### config.mk
export PLATFORM = sky130hd
export DESIGN_NAME = channel_dma_sequencers
export DESIGN_NICKNAME = d
export VERILOG_FILES = /design/src/hdl/dma_seq_pkg.sv /design/src/hdl/channel_dma_sequencers.sv
export VERILOG_INCLUDE_DIRS = /design/src /design/src/hdl
export SDC_FILE = /design/constraint.sdc
export NUM_CORES = 1
export LEC_CHECK = 0
export BUFFER_PORTS_ARGS = -buffer_cell sky130_fd_sc_hd__buf_2
export CAP_MARGIN = 20
export CORE_AREA = 2 2 186 188
export CTS_CLUSTER_SIZE = 30
export DETAILED_ROUTE_END_ITERATION = 12
export DIE_AREA = 0 0 188 190
export PLACE_DENSITY = 0.87
export SLEW_MARGIN = 20
export SYNTH_ARGS = -nofsm -noshare
export SYNTH_HDL_FRONTEND = slang
export SYNTH_SLANG_ARGS = --single-unit
### constraint.sdc
create_clock -name CLK_SYS -period 6.3 [get_ports CLK_SYS]
set_clock_uncertainty 0.1 [all_clocks]
set_input_delay 0.315 -clock CLK_SYS [delete_from_list [all_inputs] [get_ports CLK_SYS]]
set_output_delay 0.315 -clock CLK_SYS [all_outputs]
set_load 0.03 [all_outputs]
### src/hdl/dma_seq_consts.svh
// Constants for the channel DMA sequencers
`ifndef DMA_SEQ_CONSTS_SVH
`define DMA_SEQ_CONSTS_SVH
`define SEQ_P2D        3'h0
`define SEQ_S2P        3'h1
`define SEQ_P2S        3'h2
`define SEQ_D2S        3'h3
`define SEQ_S2D        3'h4
`define DSCR_BASE      16'h0000
`define DSCR_W_ADDR0   2'h0
`define DSCR_W_ADDR1   2'h1
`define DSCR_W_CTRL    2'h2
`define DSCR_W_STATUS  2'h3
`define CTRL_SIZE_MSB  15
`define CTRL_SWAP_BIT  16
`define CTRL_CKRST_BIT 17
`define STAT_DONE_BIT  31
`define STAT_OVR_BIT   30
`define FIFO_BASE      32'h0000F000
`define CHUNK_MAX      9'h100
`endif

### src/hdl/dma_seq_pkg.sv
// Types shared by the channel DMA sequencers
package dma_seq_pkg;
    typedef struct packed {
        logic        req;
        logic [31:0] src;
        logic [31:0] dst;
        logic [8:0]  len;
        logic        swap;
        logic        cksum_rst;
    } xfer_req_t;

    typedef enum logic [6:0] {
        ST_IDLE   = 7'h01,
        ST_FETCH  = 7'h02,
        ST_ISSUE  = 7'h04,
        ST_XFER_A = 7'h08,
        ST_XFER_B = 7'h10,
        ST_STATUS = 7'h20,
        ST_DONE   = 7'h40
    } seq_state_t;
endpackage

### src/hdl/channel_dma_sequencers.sv
// One channel DMA sequencer, kind chosen by SEQ_KIND
// Functional notes
// - accept requests from 32 channels, detect new
// - fetch channel descriptor from Sram before data
// - Sram/PCI kinds: Sram, PCI addresses, endian, size
// - dram-to-Sram: dram, Sram addresses, size only
// - Sram-to-dram adds checksum reset flag
// - PCI-to-dram: fill fifo first, then dram write
// - PCI-to-dram data always staged in Sram fifo
// - Sram-to-PCI requests go to master-out
// - PCI-to-Sram requests go to master-in
// - dram-to-Sram requests go to dram read
// - Sram-to-dram requests go to dram write
// - repeat sub-requests until full size moved
// - write ending status, then set done bit
// - afterwards return to watching channels
// - slave to channels, master to sequencers
`include "dma_seq_consts.svh"
`timescale 1ns/1ps
`default_nettype none
module channel_dma_sequencers #(
    parameter logic [2:0] SEQ_KIND = `SEQ_P2D
) (
    input  wire logic                   CLK_SYS,
    input  wire logic                   SYS_RST,
    input  wire logic [31:0]            CHAN_REQ,
    output logic      [31:0]            CHAN_DONE,
    output logic                        SRAM_REQ,
    output logic                        SRAM_WR,
    output logic      [15:0]            SRAM_ADDR,
    output logic      [31:0]            SRAM_WDATA,
    input  wire logic                   SRAM_ACK,
    input  wire logic [31:0]            SRAM_RDATA,
    output dma_seq_pkg::xfer_req_t      SLV_A,
    input  wire logic                   SLV_A_ACK,
    input  wire logic [8:0]             SLV_A_SIZE,
    output dma_seq_pkg::xfer_req_t      SLV_B,
    input  wire logic                   SLV_B_ACK,
    input  wire logic [8:0]             SLV_B_SIZE,
    output logic                        BUSY
);
    import dma_seq_pkg::*;

    localparam logic STAGED = (SEQ_KIND == `SEQ_P2D);

    seq_state_t  state;
    logic [31:0] req_q;
    logic [31:0] pend;
    logic [31:0] take_mask;
    logic [4:0]  cur_chan;
    logic [1:0]  fetch_idx;
    logic [31:0] addr0;
    logic [31:0] addr1;
    logic [15:0] remain;
    logic [15:0] moved;
    logic        swap;
    logic        ckrst;
    logic        ovr;
    logic [8:0]  chunk_left;
    logic [8:0]  chunk_len;
    logic [8:0]  fifo_off;
    logic        cur_ack;
    logic [8:0]  cur_size;
    logic [8:0]  ab;
    logic        last_ack;

    function automatic logic [4:0] lowest(input logic [31:0] v);
        logic [4:0] r;
        r = 5'h00;
        for (int i = 31; i >= 0; i--)
        begin
            if (v[i])
            begin
                r = 5'(i);
            end
        end
        return r;
    endfunction

    function automatic logic [15:0] dscr_addr(input logic [4:0] ch,
                                              input logic [1:0] w);
        return 16'(`DSCR_BASE + {7'h00, ch, w, 2'b00});
    endfunction

    function automatic logic [8:0] clamp(input logic [8:0] sz,
                                         input logic [8:0] lim);
        return (sz > lim) ? lim : sz;
    endfunction

    function automatic logic [8:0] chunk_of(input logic [15:0] r);
        return (r > {7'h00, `CHUNK_MAX}) ? `CHUNK_MAX : r[8:0];
    endfunction

    // New request is a rising level; set beats the clear of acceptance
    always_ff @(posedge CLK_SYS)
    begin
        if (SYS_RST)
        begin
            req_q <= 32'h00000000;
            pend  <= 32'h00000000;
        end
        else
        begin
            req_q <= CHAN_REQ;
            pend  <= (pend & ~take_mask) | (CHAN_REQ & ~req_q);
        end
    end

    always_comb
    begin
        take_mask = 32'h00000000;
        if (state == ST_IDLE && pend != 32'h00000000)
        begin
            take_mask[lowest(pend)] = 1'b1;
        end
    end

    always_comb
    begin
        cur_ack  = (state == ST_XFER_A) ? SLV_A_ACK :
                   (state == ST_XFER_B) ? SLV_B_ACK : 1'b0;
        cur_size = (state == ST_XFER_B) ? SLV_B_SIZE : SLV_A_SIZE;
        ab       = clamp(cur_size, chunk_left);
        last_ack = cur_ack && (ab == chunk_left);
    end

    always_ff @(posedge CLK_SYS)
    begin
        if (SYS_RST)
        begin
            state      <= ST_IDLE;
            cur_chan   <= 5'h00;
            fetch_idx  <= 2'h0;
            addr0      <= 32'h00000000;
            addr1      <= 32'h00000000;
            remain     <= 16'h0000;
            moved      <= 16'h0000;
            swap       <= 1'b0;
            ckrst      <= 1'b0;
            ovr        <= 1'b0;
            chunk_left <= 9'h000;
            chunk_len  <= 9'h000;
            fifo_off   <= 9'h000;
            SRAM_REQ   <= 1'b0;
            SRAM_WR    <= 1'b0;
            SRAM_ADDR  <= 16'h0000;
            SRAM_WDATA <= 32'h00000000;
            SLV_A      <= '0;
            SLV_B      <= '0;
            CHAN_DONE  <= 32'h00000000;
            BUSY       <= 1'b0;
        end
        else
        begin
            CHAN_DONE <= 32'h00000000;
            case (state)
                ST_IDLE:
                begin
                    BUSY <= 1'b0;
                    if (pend != 32'h00000000)
                    begin
                        cur_chan  <= lowest(pend);
                        fetch_idx <= `DSCR_W_ADDR0;
                        SRAM_REQ  <= 1'b1;
                        SRAM_WR   <= 1'b0;
                        SRAM_ADDR <= dscr_addr(lowest(pend), `DSCR_W_ADDR0);
                        moved     <= 16'h0000;
                        ovr       <= 1'b0;
                        BUSY      <= 1'b1;
                        state     <= ST_FETCH;
                    end
                end
                ST_FETCH:
                begin
                    if (SRAM_ACK)
                    begin
                        case (fetch_idx)
                            `DSCR_W_ADDR0: addr0 <= SRAM_RDATA;
                            `DSCR_W_ADDR1: addr1 <= SRAM_RDATA;
                            default:
                            begin
                                remain <= SRAM_RDATA[`CTRL_SIZE_MSB:0];
                                // Endian only for PCI kinds, reset for S2D
                                swap   <= SRAM_RDATA[`CTRL_SWAP_BIT] &&
                                          (SEQ_KIND == `SEQ_P2D ||
                                           SEQ_KIND == `SEQ_S2P ||
                                           SEQ_KIND == `SEQ_P2S);
                                ckrst  <= SRAM_RDATA[`CTRL_CKRST_BIT] &&
                                          (SEQ_KIND == `SEQ_S2D);
                            end
                        endcase
                        if (fetch_idx == `DSCR_W_CTRL)
                        begin
                            SRAM_REQ <= 1'b0;
                            state    <= ST_ISSUE;
                        end
                        else
                        begin
                            fetch_idx <= 2'(fetch_idx + 2'h1);
                            SRAM_ADDR <= dscr_addr(cur_chan,
                                                   2'(fetch_idx + 2'h1));
                        end
                    end
                end
                ST_ISSUE:
                begin
                    if (remain == 16'h0000)
                    begin
                        SRAM_REQ   <= 1'b1;
                        SRAM_WR    <= 1'b1;
                        SRAM_ADDR  <= dscr_addr(cur_chan, `DSCR_W_STATUS);
                        SRAM_WDATA <= {1'b1, ovr, 14'h0000, moved};
                        state      <= ST_STATUS;
                    end
                    else
                    begin
                        // Each chunk is a fresh sub-request
                        chunk_left    <= chunk_of(remain);
                        chunk_len     <= chunk_of(remain);
                        fifo_off      <= 9'h000;
                        SLV_A.req     <= 1'b1;
                        SLV_A.len     <= chunk_of(remain);
                        SLV_A.swap    <= swap;
                        SLV_A.cksum_rst <= ckrst;
                        case (SEQ_KIND)
                            `SEQ_P2D:
                            begin
                                SLV_A.src <= addr1;
                                SLV_A.dst <= `FIFO_BASE;
                            end
                            `SEQ_S2P:
                            begin
                                SLV_A.src <= addr0;
                                SLV_A.dst <= addr1;
                            end
                            `SEQ_P2S:
                            begin
                                SLV_A.src <= addr1;
                                SLV_A.dst <= addr0;
                            end
                            `SEQ_D2S:
                            begin
                                SLV_A.src <= addr0;
                                SLV_A.dst <= addr1;
                            end
                            default:
                            begin
                                SLV_A.src <= addr1;
                                SLV_A.dst <= addr0;
                            end
                        endcase
                        ckrst <= 1'b0;
                        state <= ST_XFER_A;
                    end
                end
                ST_XFER_A:
                begin
                    if (cur_ack)
                    begin
                        if (cur_size > chunk_left)
                        begin
                            ovr <= 1'b1;
                        end
                        chunk_left <= 9'(chunk_left - ab);
                        addr1 <= addr1 + {23'h000000, ab};
                        if (!STAGED)
                        begin
                            remain <= 16'(remain - {7'h00, ab});
                            moved  <= 16'(moved + {7'h00, ab});
                        end
                        if (!STAGED && SEQ_KIND != `SEQ_S2D)
                        begin
                            addr0 <= addr0 + {23'h000000, ab};
                        end
                        if (SEQ_KIND == `SEQ_S2D)
                        begin
                            // S2D walks both; addr0 is dram here too
                            addr0 <= addr0 + {23'h000000, ab};
                        end
                    end
                    if (last_ack)
                    begin
                        SLV_A.req <= 1'b0;
                        if (STAGED)
                        begin
                            // Fifo now full of this chunk; drain it
                            SLV_B.req  <= 1'b1;
                            SLV_B.src  <= `FIFO_BASE;
                            SLV_B.dst  <= addr0;
                            SLV_B.len  <= chunk_len;
                            SLV_B.swap <= 1'b0;
                            SLV_B.cksum_rst <= 1'b0;
                            chunk_left <= chunk_len;
                            state      <= ST_XFER_B;
                        end
                        else
                        begin
                            state <= ST_ISSUE;
                        end
                    end
                end
                ST_XFER_B:
                begin
                    if (cur_ack)
                    begin
                        if (cur_size > chunk_left)
                        begin
                            ovr <= 1'b1;
                        end
                        chunk_left <= 9'(chunk_left - ab);
                        fifo_off   <= 9'(fifo_off + ab);
                        addr0  <= addr0 + {23'h000000, ab};
                        remain <= 16'(remain - {7'h00, ab});
                        moved  <= 16'(moved + {7'h00, ab});
                    end
                    if (last_ack)
                    begin
                        SLV_B.req <= 1'b0;
                        state     <= ST_ISSUE;
                    end
                end
                ST_STATUS:
                begin
                    if (SRAM_ACK)
                    begin
                        SRAM_REQ <= 1'b0;
                        SRAM_WR  <= 1'b0;
                        CHAN_DONE[cur_chan] <= 1'b1;
                        state    <= ST_DONE;
                    end
                end
                ST_DONE:
                begin
                    BUSY  <= 1'b0;
                    state <= ST_IDLE;
                end
                default:
                begin
                    state <= ST_IDLE;
                end
            endcase
        end
    end
endmodule
`default_nettype wire

==> results of run 1 <==
[Yosys cell counts, drive strengths merged (5+ instances only)]
library cell and instances:
a2111oi 5, a211oi 26, a21o 21, a21oi 211
a221oi 19, a22oi 10, a311oi 18, a31oi 27
a41o 6, and2 9, and3 31, and4 5
buf 107, clkbuf 104, dfxtp 332, fa 5
ha 56, inv 45, mux2i 18, nand2 350
nand2b 34, nand3 31, nand3b 8, nand4 22
nor2 206, nor2b 58, nor3 48, nor4 30
o2111ai 6, o211ai 13, o21a 18, o21ai 82
o21bai 6, o22ai 12, o311ai 7, o31ai 22
o41ai 10, or3 19, or4 8, xnor2 16
xor2 20
[kinds of logic after synthesis]
kind of cell | Yosys count | synth area share
muxes | 22 | 0.0133
and+or+nand+nor | 877 | 0.241
AOI/OAI and AO/OA | 550 | 0.209
buffers and inverters | 257 | 0.0787
xor gates and xnor gates | 36 | 0.0186
DFF | 332 | 0.392
other | 1 | 0.000221
adders and majority gates | 61 | 0.0472
[flip-flops by register name (all words and copies together), names as in the netlist, 16 cells and up]
register and count:
addr1 32, remain 16, pend 32, moved 16
req_q 32, CHAN_DONE 32, SLV_B 43, SLV_A 35
addr0 32, SRAM_WDATA 18
[worst paths after layout]
check	start	depth (start not counted)	end	slack (ps)
setup reg to reg	state[1]	20	remain[14]	310
setup / recovery	state[1]	20	remain[14]	310
hold reg to reg	SLV_B[35]	2	SLV_B[35]	350
hold / removal	SRAM_RDATA[23]	3	addr1[23]	10
[per-stage QoR]
stage / setup TNS (ps) / setup slack (ps) / instance area [sq um] / total power, uW
2_1_floorplan: 0 / 441 / 17300 / 2750
3_5_place_dp: -58.4 / -58.4 / 18100 / 2900
4_1_cts: 0 / 36.8 / 19700 / 5090
5_1_grt: -158 / -47.7 / 19800 / 5270
3_3_place_gp: 0 / 202 / 18100 / 2880
6_report: 0 / 314 / 19800 / 5100
[area by class of cell]
cell class                      instances  area (sq um)  share of cell area
Clock inverter                         15           173             0.00873
Antenna cell                            4          10.0            0.000506
Inverter                               46           173             0.00873
Multi-Input combinational cell       1628          9380               0.474
Tap cell                              455           569              0.0288
Timing Repair Buffer                  299          1760              0.0890
Sequential cell                       332          6650               0.336
Clock buffer                           50          1060              0.0538
[timing repair]
action,CTS,global route
resized for setup,1,13
endpoints found under the hold margin,51,0
endpoints found under the setup margin,1,108
hold buffers,37,0
pin swaps,0,0
[layer usage]
layer	vias up	part of all wire	wire, um
met4	0	0.042	2250
met1	7789	0.42	22400
li1	7829	-	-
met5	-	0	0
met3	170	0.096	5110
met2	976	0.44	23200
[layout by cell type, fill, tap and decap left out, drive strengths merged, types with 20 or more instances in the layout]
cell | Yosys | final
conb | 1 | 82
nor3 | 48 | 48
o31ai | 22 | 22
inv | 45 | 48
dlygate4sd3 | 0 | 37
nand4 | 22 | 22
a21o | 21 | 21
nand2 | 350 | 350
o21ai | 82 | 82
nand3 | 31 | 31
nand2b | 34 | 34
and3 | 31 | 31
nor2b | 58 | 58
nor2 | 206 | 206
xor2 | 20 | 20
a211oi | 26 | 26
a31oi | 27 | 27
ha | 56 | 56
clkbuf | 104 | 51
nor4 | 30 | 30
a21oi | 211 | 211
buf | 107 | 261
dfxtp | 332 | 332
[where the power goes]
part           switching (uW)  total (uW)  internal, uW
sequential               67.2        2230          2160
clock                     880        2190          1310
combinational             465         682           217
[worst register-to-register path, delay by kind of cell, from the launching register on]
kind                       cells  cell delay (ps)
adders and majority gates      3              970
and+or+nand+nor                6             1890
muxes                          3             1070
DFF                            1              420
buffers and inverters          2              190
AOI/OAI and AO/OA              6             1290
==> run_results.csv, run 1 <==
group,metric,value,unit
power_and_ir_drop,irDropWorstVdd,192,uV
synthesis,synthTopCellsByArea,"dfxtp_1 39%, nand2_1 7.7%, a21oi_1 6.2%",
clocking,root_buffer,"clkbuf_16",
synthesis,synth-async-reset-ratio,0,
worst_setup_path,cp_cell_sequence,"nor4_2 -> nand2_2 -> mux2i_1 -> inv_1 -> ha_1 -> nand4_1 -> a31oi_2 -> nor2_1 -> nor2_1 -> mux2i_4 -> ha_1 -> inv_1 -> fa_1 -> a21o_1 -> a21oi_1 -> o21a_1 -> o21ai_0 -> or4_1 -> mux2_2 -> a31oi_1",
routing,ant_nets,0,
sta,relSlewSlack,0.264,
worst_setup_path,worst-path-max-fanout,11,
worst_setup_path,crit_path_start_kind,"register",
clocking,cts_tree,"yes",
clocking,cts.path.max_buffers,3,
synthesis,synth_top_area_frac,0.392,
clocking,cts_setup_buffers,0,
floorplanning,initial_core_util,0.500,
cells_and_area,drive_gt1_frac,0.153,
global_route,grt_max_degree,99,
placement,dp_cells,2723,
routing,wl_per_cell,18.7,um
synthesis,avgSynthCellArea,7.94,sq um
status,status,"finished, final reports clean",
floorplanning,num_io_pins,322,
sta,fmax,167,MHz
clocking,h-tree-depth,2,
sta,hold_viol_final,0,
floorplanning,die_h,190,um
routing,firstDrtPassIters,6,
worst_setup_path,crit_buf_inv,2,
worst_setup_path,critPathMaxStageDelay,480,ps
synthesis,yosysWarnings,0,
sta,finalSetupViolations,0,
routing,routed_wl,53000,um
placement,hpwlAfterDp,37400,um
routing,drc,0,
global_route,grt_pass1_wl,82400,um
floorplanning,coreArea,33900,sq um
global_route,met3_usage,0.0424,
clocking,path_clk_slew,60,ps
synthesis,netlist_area,17000,sq um
clocking,cts_sinks,332,
synthesis,ys_types,80,
synthesis,synth_ff_type,"dfxtp_1",
flow_run,drv_cap,0,
global_route,grt_overflow_total,0,
floorplanning,fp-row-count,68,
placement,portBuffers,239,
power_and_ir_drop,p_per_area,258,nW/um^2
synthesis,ys_seq_area_frac,0.392,
floorplanning,dieArea,35700,sq um
worst_setup_path,critPathKind,"register to register",
cells_and_area,syn_to_final_growth,16.6,%
worst_setup_path,cp.arrival,6330,ps
sta,tightest_slew,1100,ps
worst_setup_path,critPathRequiredTime,6640,ps
global_route,grt_most_used_layer,"met2",
routing,vias,16800,
sta,final-max-slew-violation-count,0,
worst_setup_path,crit_family,"simple AND/OR/NAND/NOR gates",
synthesis,synth_cells,2136,
synthesis,synth_edf_count,0,
clocking,numCtsBuffers,37,
routing,dr.first_iter.drc_count,2246,
cells_and_area,fillerInstances,2992,
worst_setup_path,cpMaxStageDelayCell,"or4_1",
cells_and_area,nets,2492,
routing,viasPerCell,5.93,
global_route,grtUsageTotal,0.282,
sta,fin_crit_sh,0.950,
global_route,grt_pass1_vias,15300,
global_route,met1_usage,0.395,
hold_path,hold_class,"primary input to register",
placement,gp_congestion,0.989,
worst_setup_path,end_kind,"register",
global_route,antenna_found_initial,4,
synthesis,synth_seq_cells,332,
synthesis,yosysTopAreaCell,"dfxtp_1",
global_route,grt_use_met2,0.431,
cells_and_area,fin_cells,2829,
cells_and_area,final_util,0.583,
floorplanning,chipWidth,188,um
sta,finalCriticalPeriod,5990,ps
clocking,clk_latency,520,ps
power_and_ir_drop,leakage,0.00810,uW
sta,whs,10.9,ps
Note: power is estimated with default switching activity, not from simulation.
==> inputs of run 2 (changes only) <==
- CORE_AREA: 2 2 186 188 -> 2 2 207 209
- DIE_AREA: 0 0 188 190 -> 0 0 209 211
- PLACE_DENSITY: 0.87 -> 0.73
==> run 2 against run 1 <==
Against the previous run: critical path depth increased by 1; worst setup slack better by 120 ps; design area rose by 0.66%; clock power down 2%; total power shrank 1.0%; sequential power about the same; critical endpoint unchanged.
==> run_results.csv, run 2 (synthesized netlist as in run 1, its figures left out) <==
group,metric,value,unit
cells_and_area,final_util,0.477,
placement,place_area,18200,sq um
global_route,grt_pass1_vias,15200,
global_route,grtUsageTotal,0.235,
worst_setup_path,cp.arrival,6220,ps
cells_and_area,nets,2503,
worst_setup_path,r2r_start,"state[1]",
global_route,grt_pass1_wl,84100,um
global_route,grt_overflow_total,0,
floorplanning,die_h,211,um
sta,rsz0062_at_grt,"false",
placement,dp_cells,2811,
hold_path,hold_class,"primary input to register",
worst_setup_path,critPathKind,"register to register",
floorplanning,coreArea,41800,sq um
floorplanning,num_io_pins,322,
sta,relSlewSlack,0.276,
routing,ant_nets,0,
cells_and_area,fin_cells,2920,
sta,fin_crit_sh,0.931,
worst_setup_path,rrSetupSlack,430,ps
worst_setup_path,r2r_cells,21,
cells_and_area,regArea,6650,sq um
flow_run,drv_cap,0,
power_and_ir_drop,comb_power_share,0.135,
cells_and_area,layout_commonest_cell,"nand2_1",
hold_path,hp-start,"SRAM_RDATA[0]",
routing,firstDrtPassIters,5,
clocking,cts_sinks,332,
power_and_ir_drop,p_per_area,254,nW/um^2
power_and_ir_drop,irDropWorstVdd,164,uV
power_and_ir_drop,power.internal,3630,uW
routing,vias,16400,
worst_setup_path,end_kind,"register",
routing,viasPerCell,5.60,
worst_setup_path,crit_path_start_kind,"register",
cells_and_area,fillerInstances,4019,
sta,finalCriticalPeriod,5870,ps
routing,routed_wl,53400,um
power_and_ir_drop,power_frac_clock,0.425,
cells_and_area,top_register,"SLV_B",
placement,hpwlAfterDp,38500,um
sta,final-max-slew-violation-count,0,
routing,drc,0,
power_and_ir_drop,netSwitchingFraction,0.280,
status,status,"finished, final reports clean",
worst_setup_path,worst-path-max-fanout,11,
clocking,h-tree-depth,2,
sta,fin_setup_tns,0,ps
clocking,root_buffer,"clkbuf_16",
routing,dr.first_iter.drc_count,1540,
power_and_ir_drop,switchingPower,1410,uW
cells_and_area,multi_input_area,9370,sq um
clocking,numCtsBuffers,37,
worst_setup_path,critPathRequiredTime,6660,ps
sta,fmax,170,MHz
floorplanning,initial_core_util,0.406,
floorplanning,dieArea,44100,sq um
clocking,clk_latency,540,ps
cells_and_area,layout_common_cells,"349 x nand2_1, 332 x dfxtp_1, 238 x buf_2",
floorplanning,fp-row-count,75,
clocking,cts.path.max_buffers,3,
routing,wl_per_cell,18.3,um
power_and_ir_drop,p_seq_frac,0.440,
cells_and_area,drive_gt1_frac,0.152,
power_and_ir_drop,leakage,0.00812,uW
global_route,grt_max_degree,111,
clocking,cts_tree,"yes",
sta,tightest_slew,1090,ps
global_route,antenna_found_initial,1,
worst_setup_path,timing.rr.end,"remain[14]",
hold_path,holdPathStages,3,
floorplanning,chipWidth,209,um
sta,whs,18.6,ps
cells_and_area,syn_to_final_growth,17.4,%
cells_and_area,fin_area,19900,sq um
sta,hold_viol_final,0,
sta,finalSetupViolations,0,
hold_path,worstHoldEndpoint,"addr1[0]",
clocking,cts_setup_buffers,0,
placement,gp_congestion,0.966,
cells_and_area,reg.largest.list,"SLV_B x43, SLV_A x35",
placement,portBuffers,239,
cells_and_area,largest_reg_flops,43,
clocking,path_clk_slew,60,ps
run 2: final cells by class:
class / instances / area share
Multi-Input combinational cell: 1628 / 0.471
Sequential cell: 332 / 0.334
Timing Repair Buffer: 310 / 0.0928
Clock buffer: 52 / 0.0529
Tap cell: 539 / 0.0339
Inverter: 46 / 0.00867
Clock inverter: 12 / 0.00710
Antenna cell: 1 / 0.000126
run 2: worst max-delay path, cell delays in order, from the launching register on:
cell      delay [ps]
dfxtp_1          420
or4_4            650
nor2_4           310
nand2_1          130
nand2_1          120
ha_1             150
nand3_1           90
o21bai_1         170
a31oi_1          230
nor2_1           150
nor2_1           390
mux2i_2          460
ha_1             260
inv_1             60
fa_1             400
a21o_1           170
a21oi_1          300
o21a_1           200
o21ai_0          150
or4_1            440
mux2_2           290
a31oi_1          120
run 2: worst max-delay path by stage:
stage | start | end | slack [ps] | depth (start not counted)
2_1_floorplan | state[2] | remain[14] | 440 | 26
3_3_place_gp | state[1] | remain[14] | 350 | 20
3_5_place_dp | state[1] | addr0[29] | 230 | 20
4_1_cts | state[1] | addr0[29] | 160 | 20
5_1_grt | state[1] | remain[14] | 40 | 21
6_report | state[1] | remain[14] | 430 | 21
run 2: what timing repair did:
action                                  CTS  global route
hold buffers                             44             0
endpoints found under the setup margin    0            37
gates resized for setup                   0            11
hold endpoints to repair                 61             0
run 2: power groups by stage:
stage	Combinational [uW]	Clock [uW]	Sequential, uW
after floorplan	484	0	2270
final	680	2140	2220
after CTS	666	2180	2220
after global routing	740	2260	2230
after detailed placement	641	0	2270
after global placement	628	0	2260
run 2: through the flow:
stage                     power [uW]  setup slack, ps
after floorplan                 2750              441
final                           5050              434
after global placement          2890              345
after global routing            5230             41.7
after detailed placement        2910              230
after CTS                       5070              160
run 2: routing by layer:
layer	track usage	wire length (um)
met1	0.338	24400
met2	0.352	23200
met3	0.0430	4240
met4	0.0840	1560
met5	0	0
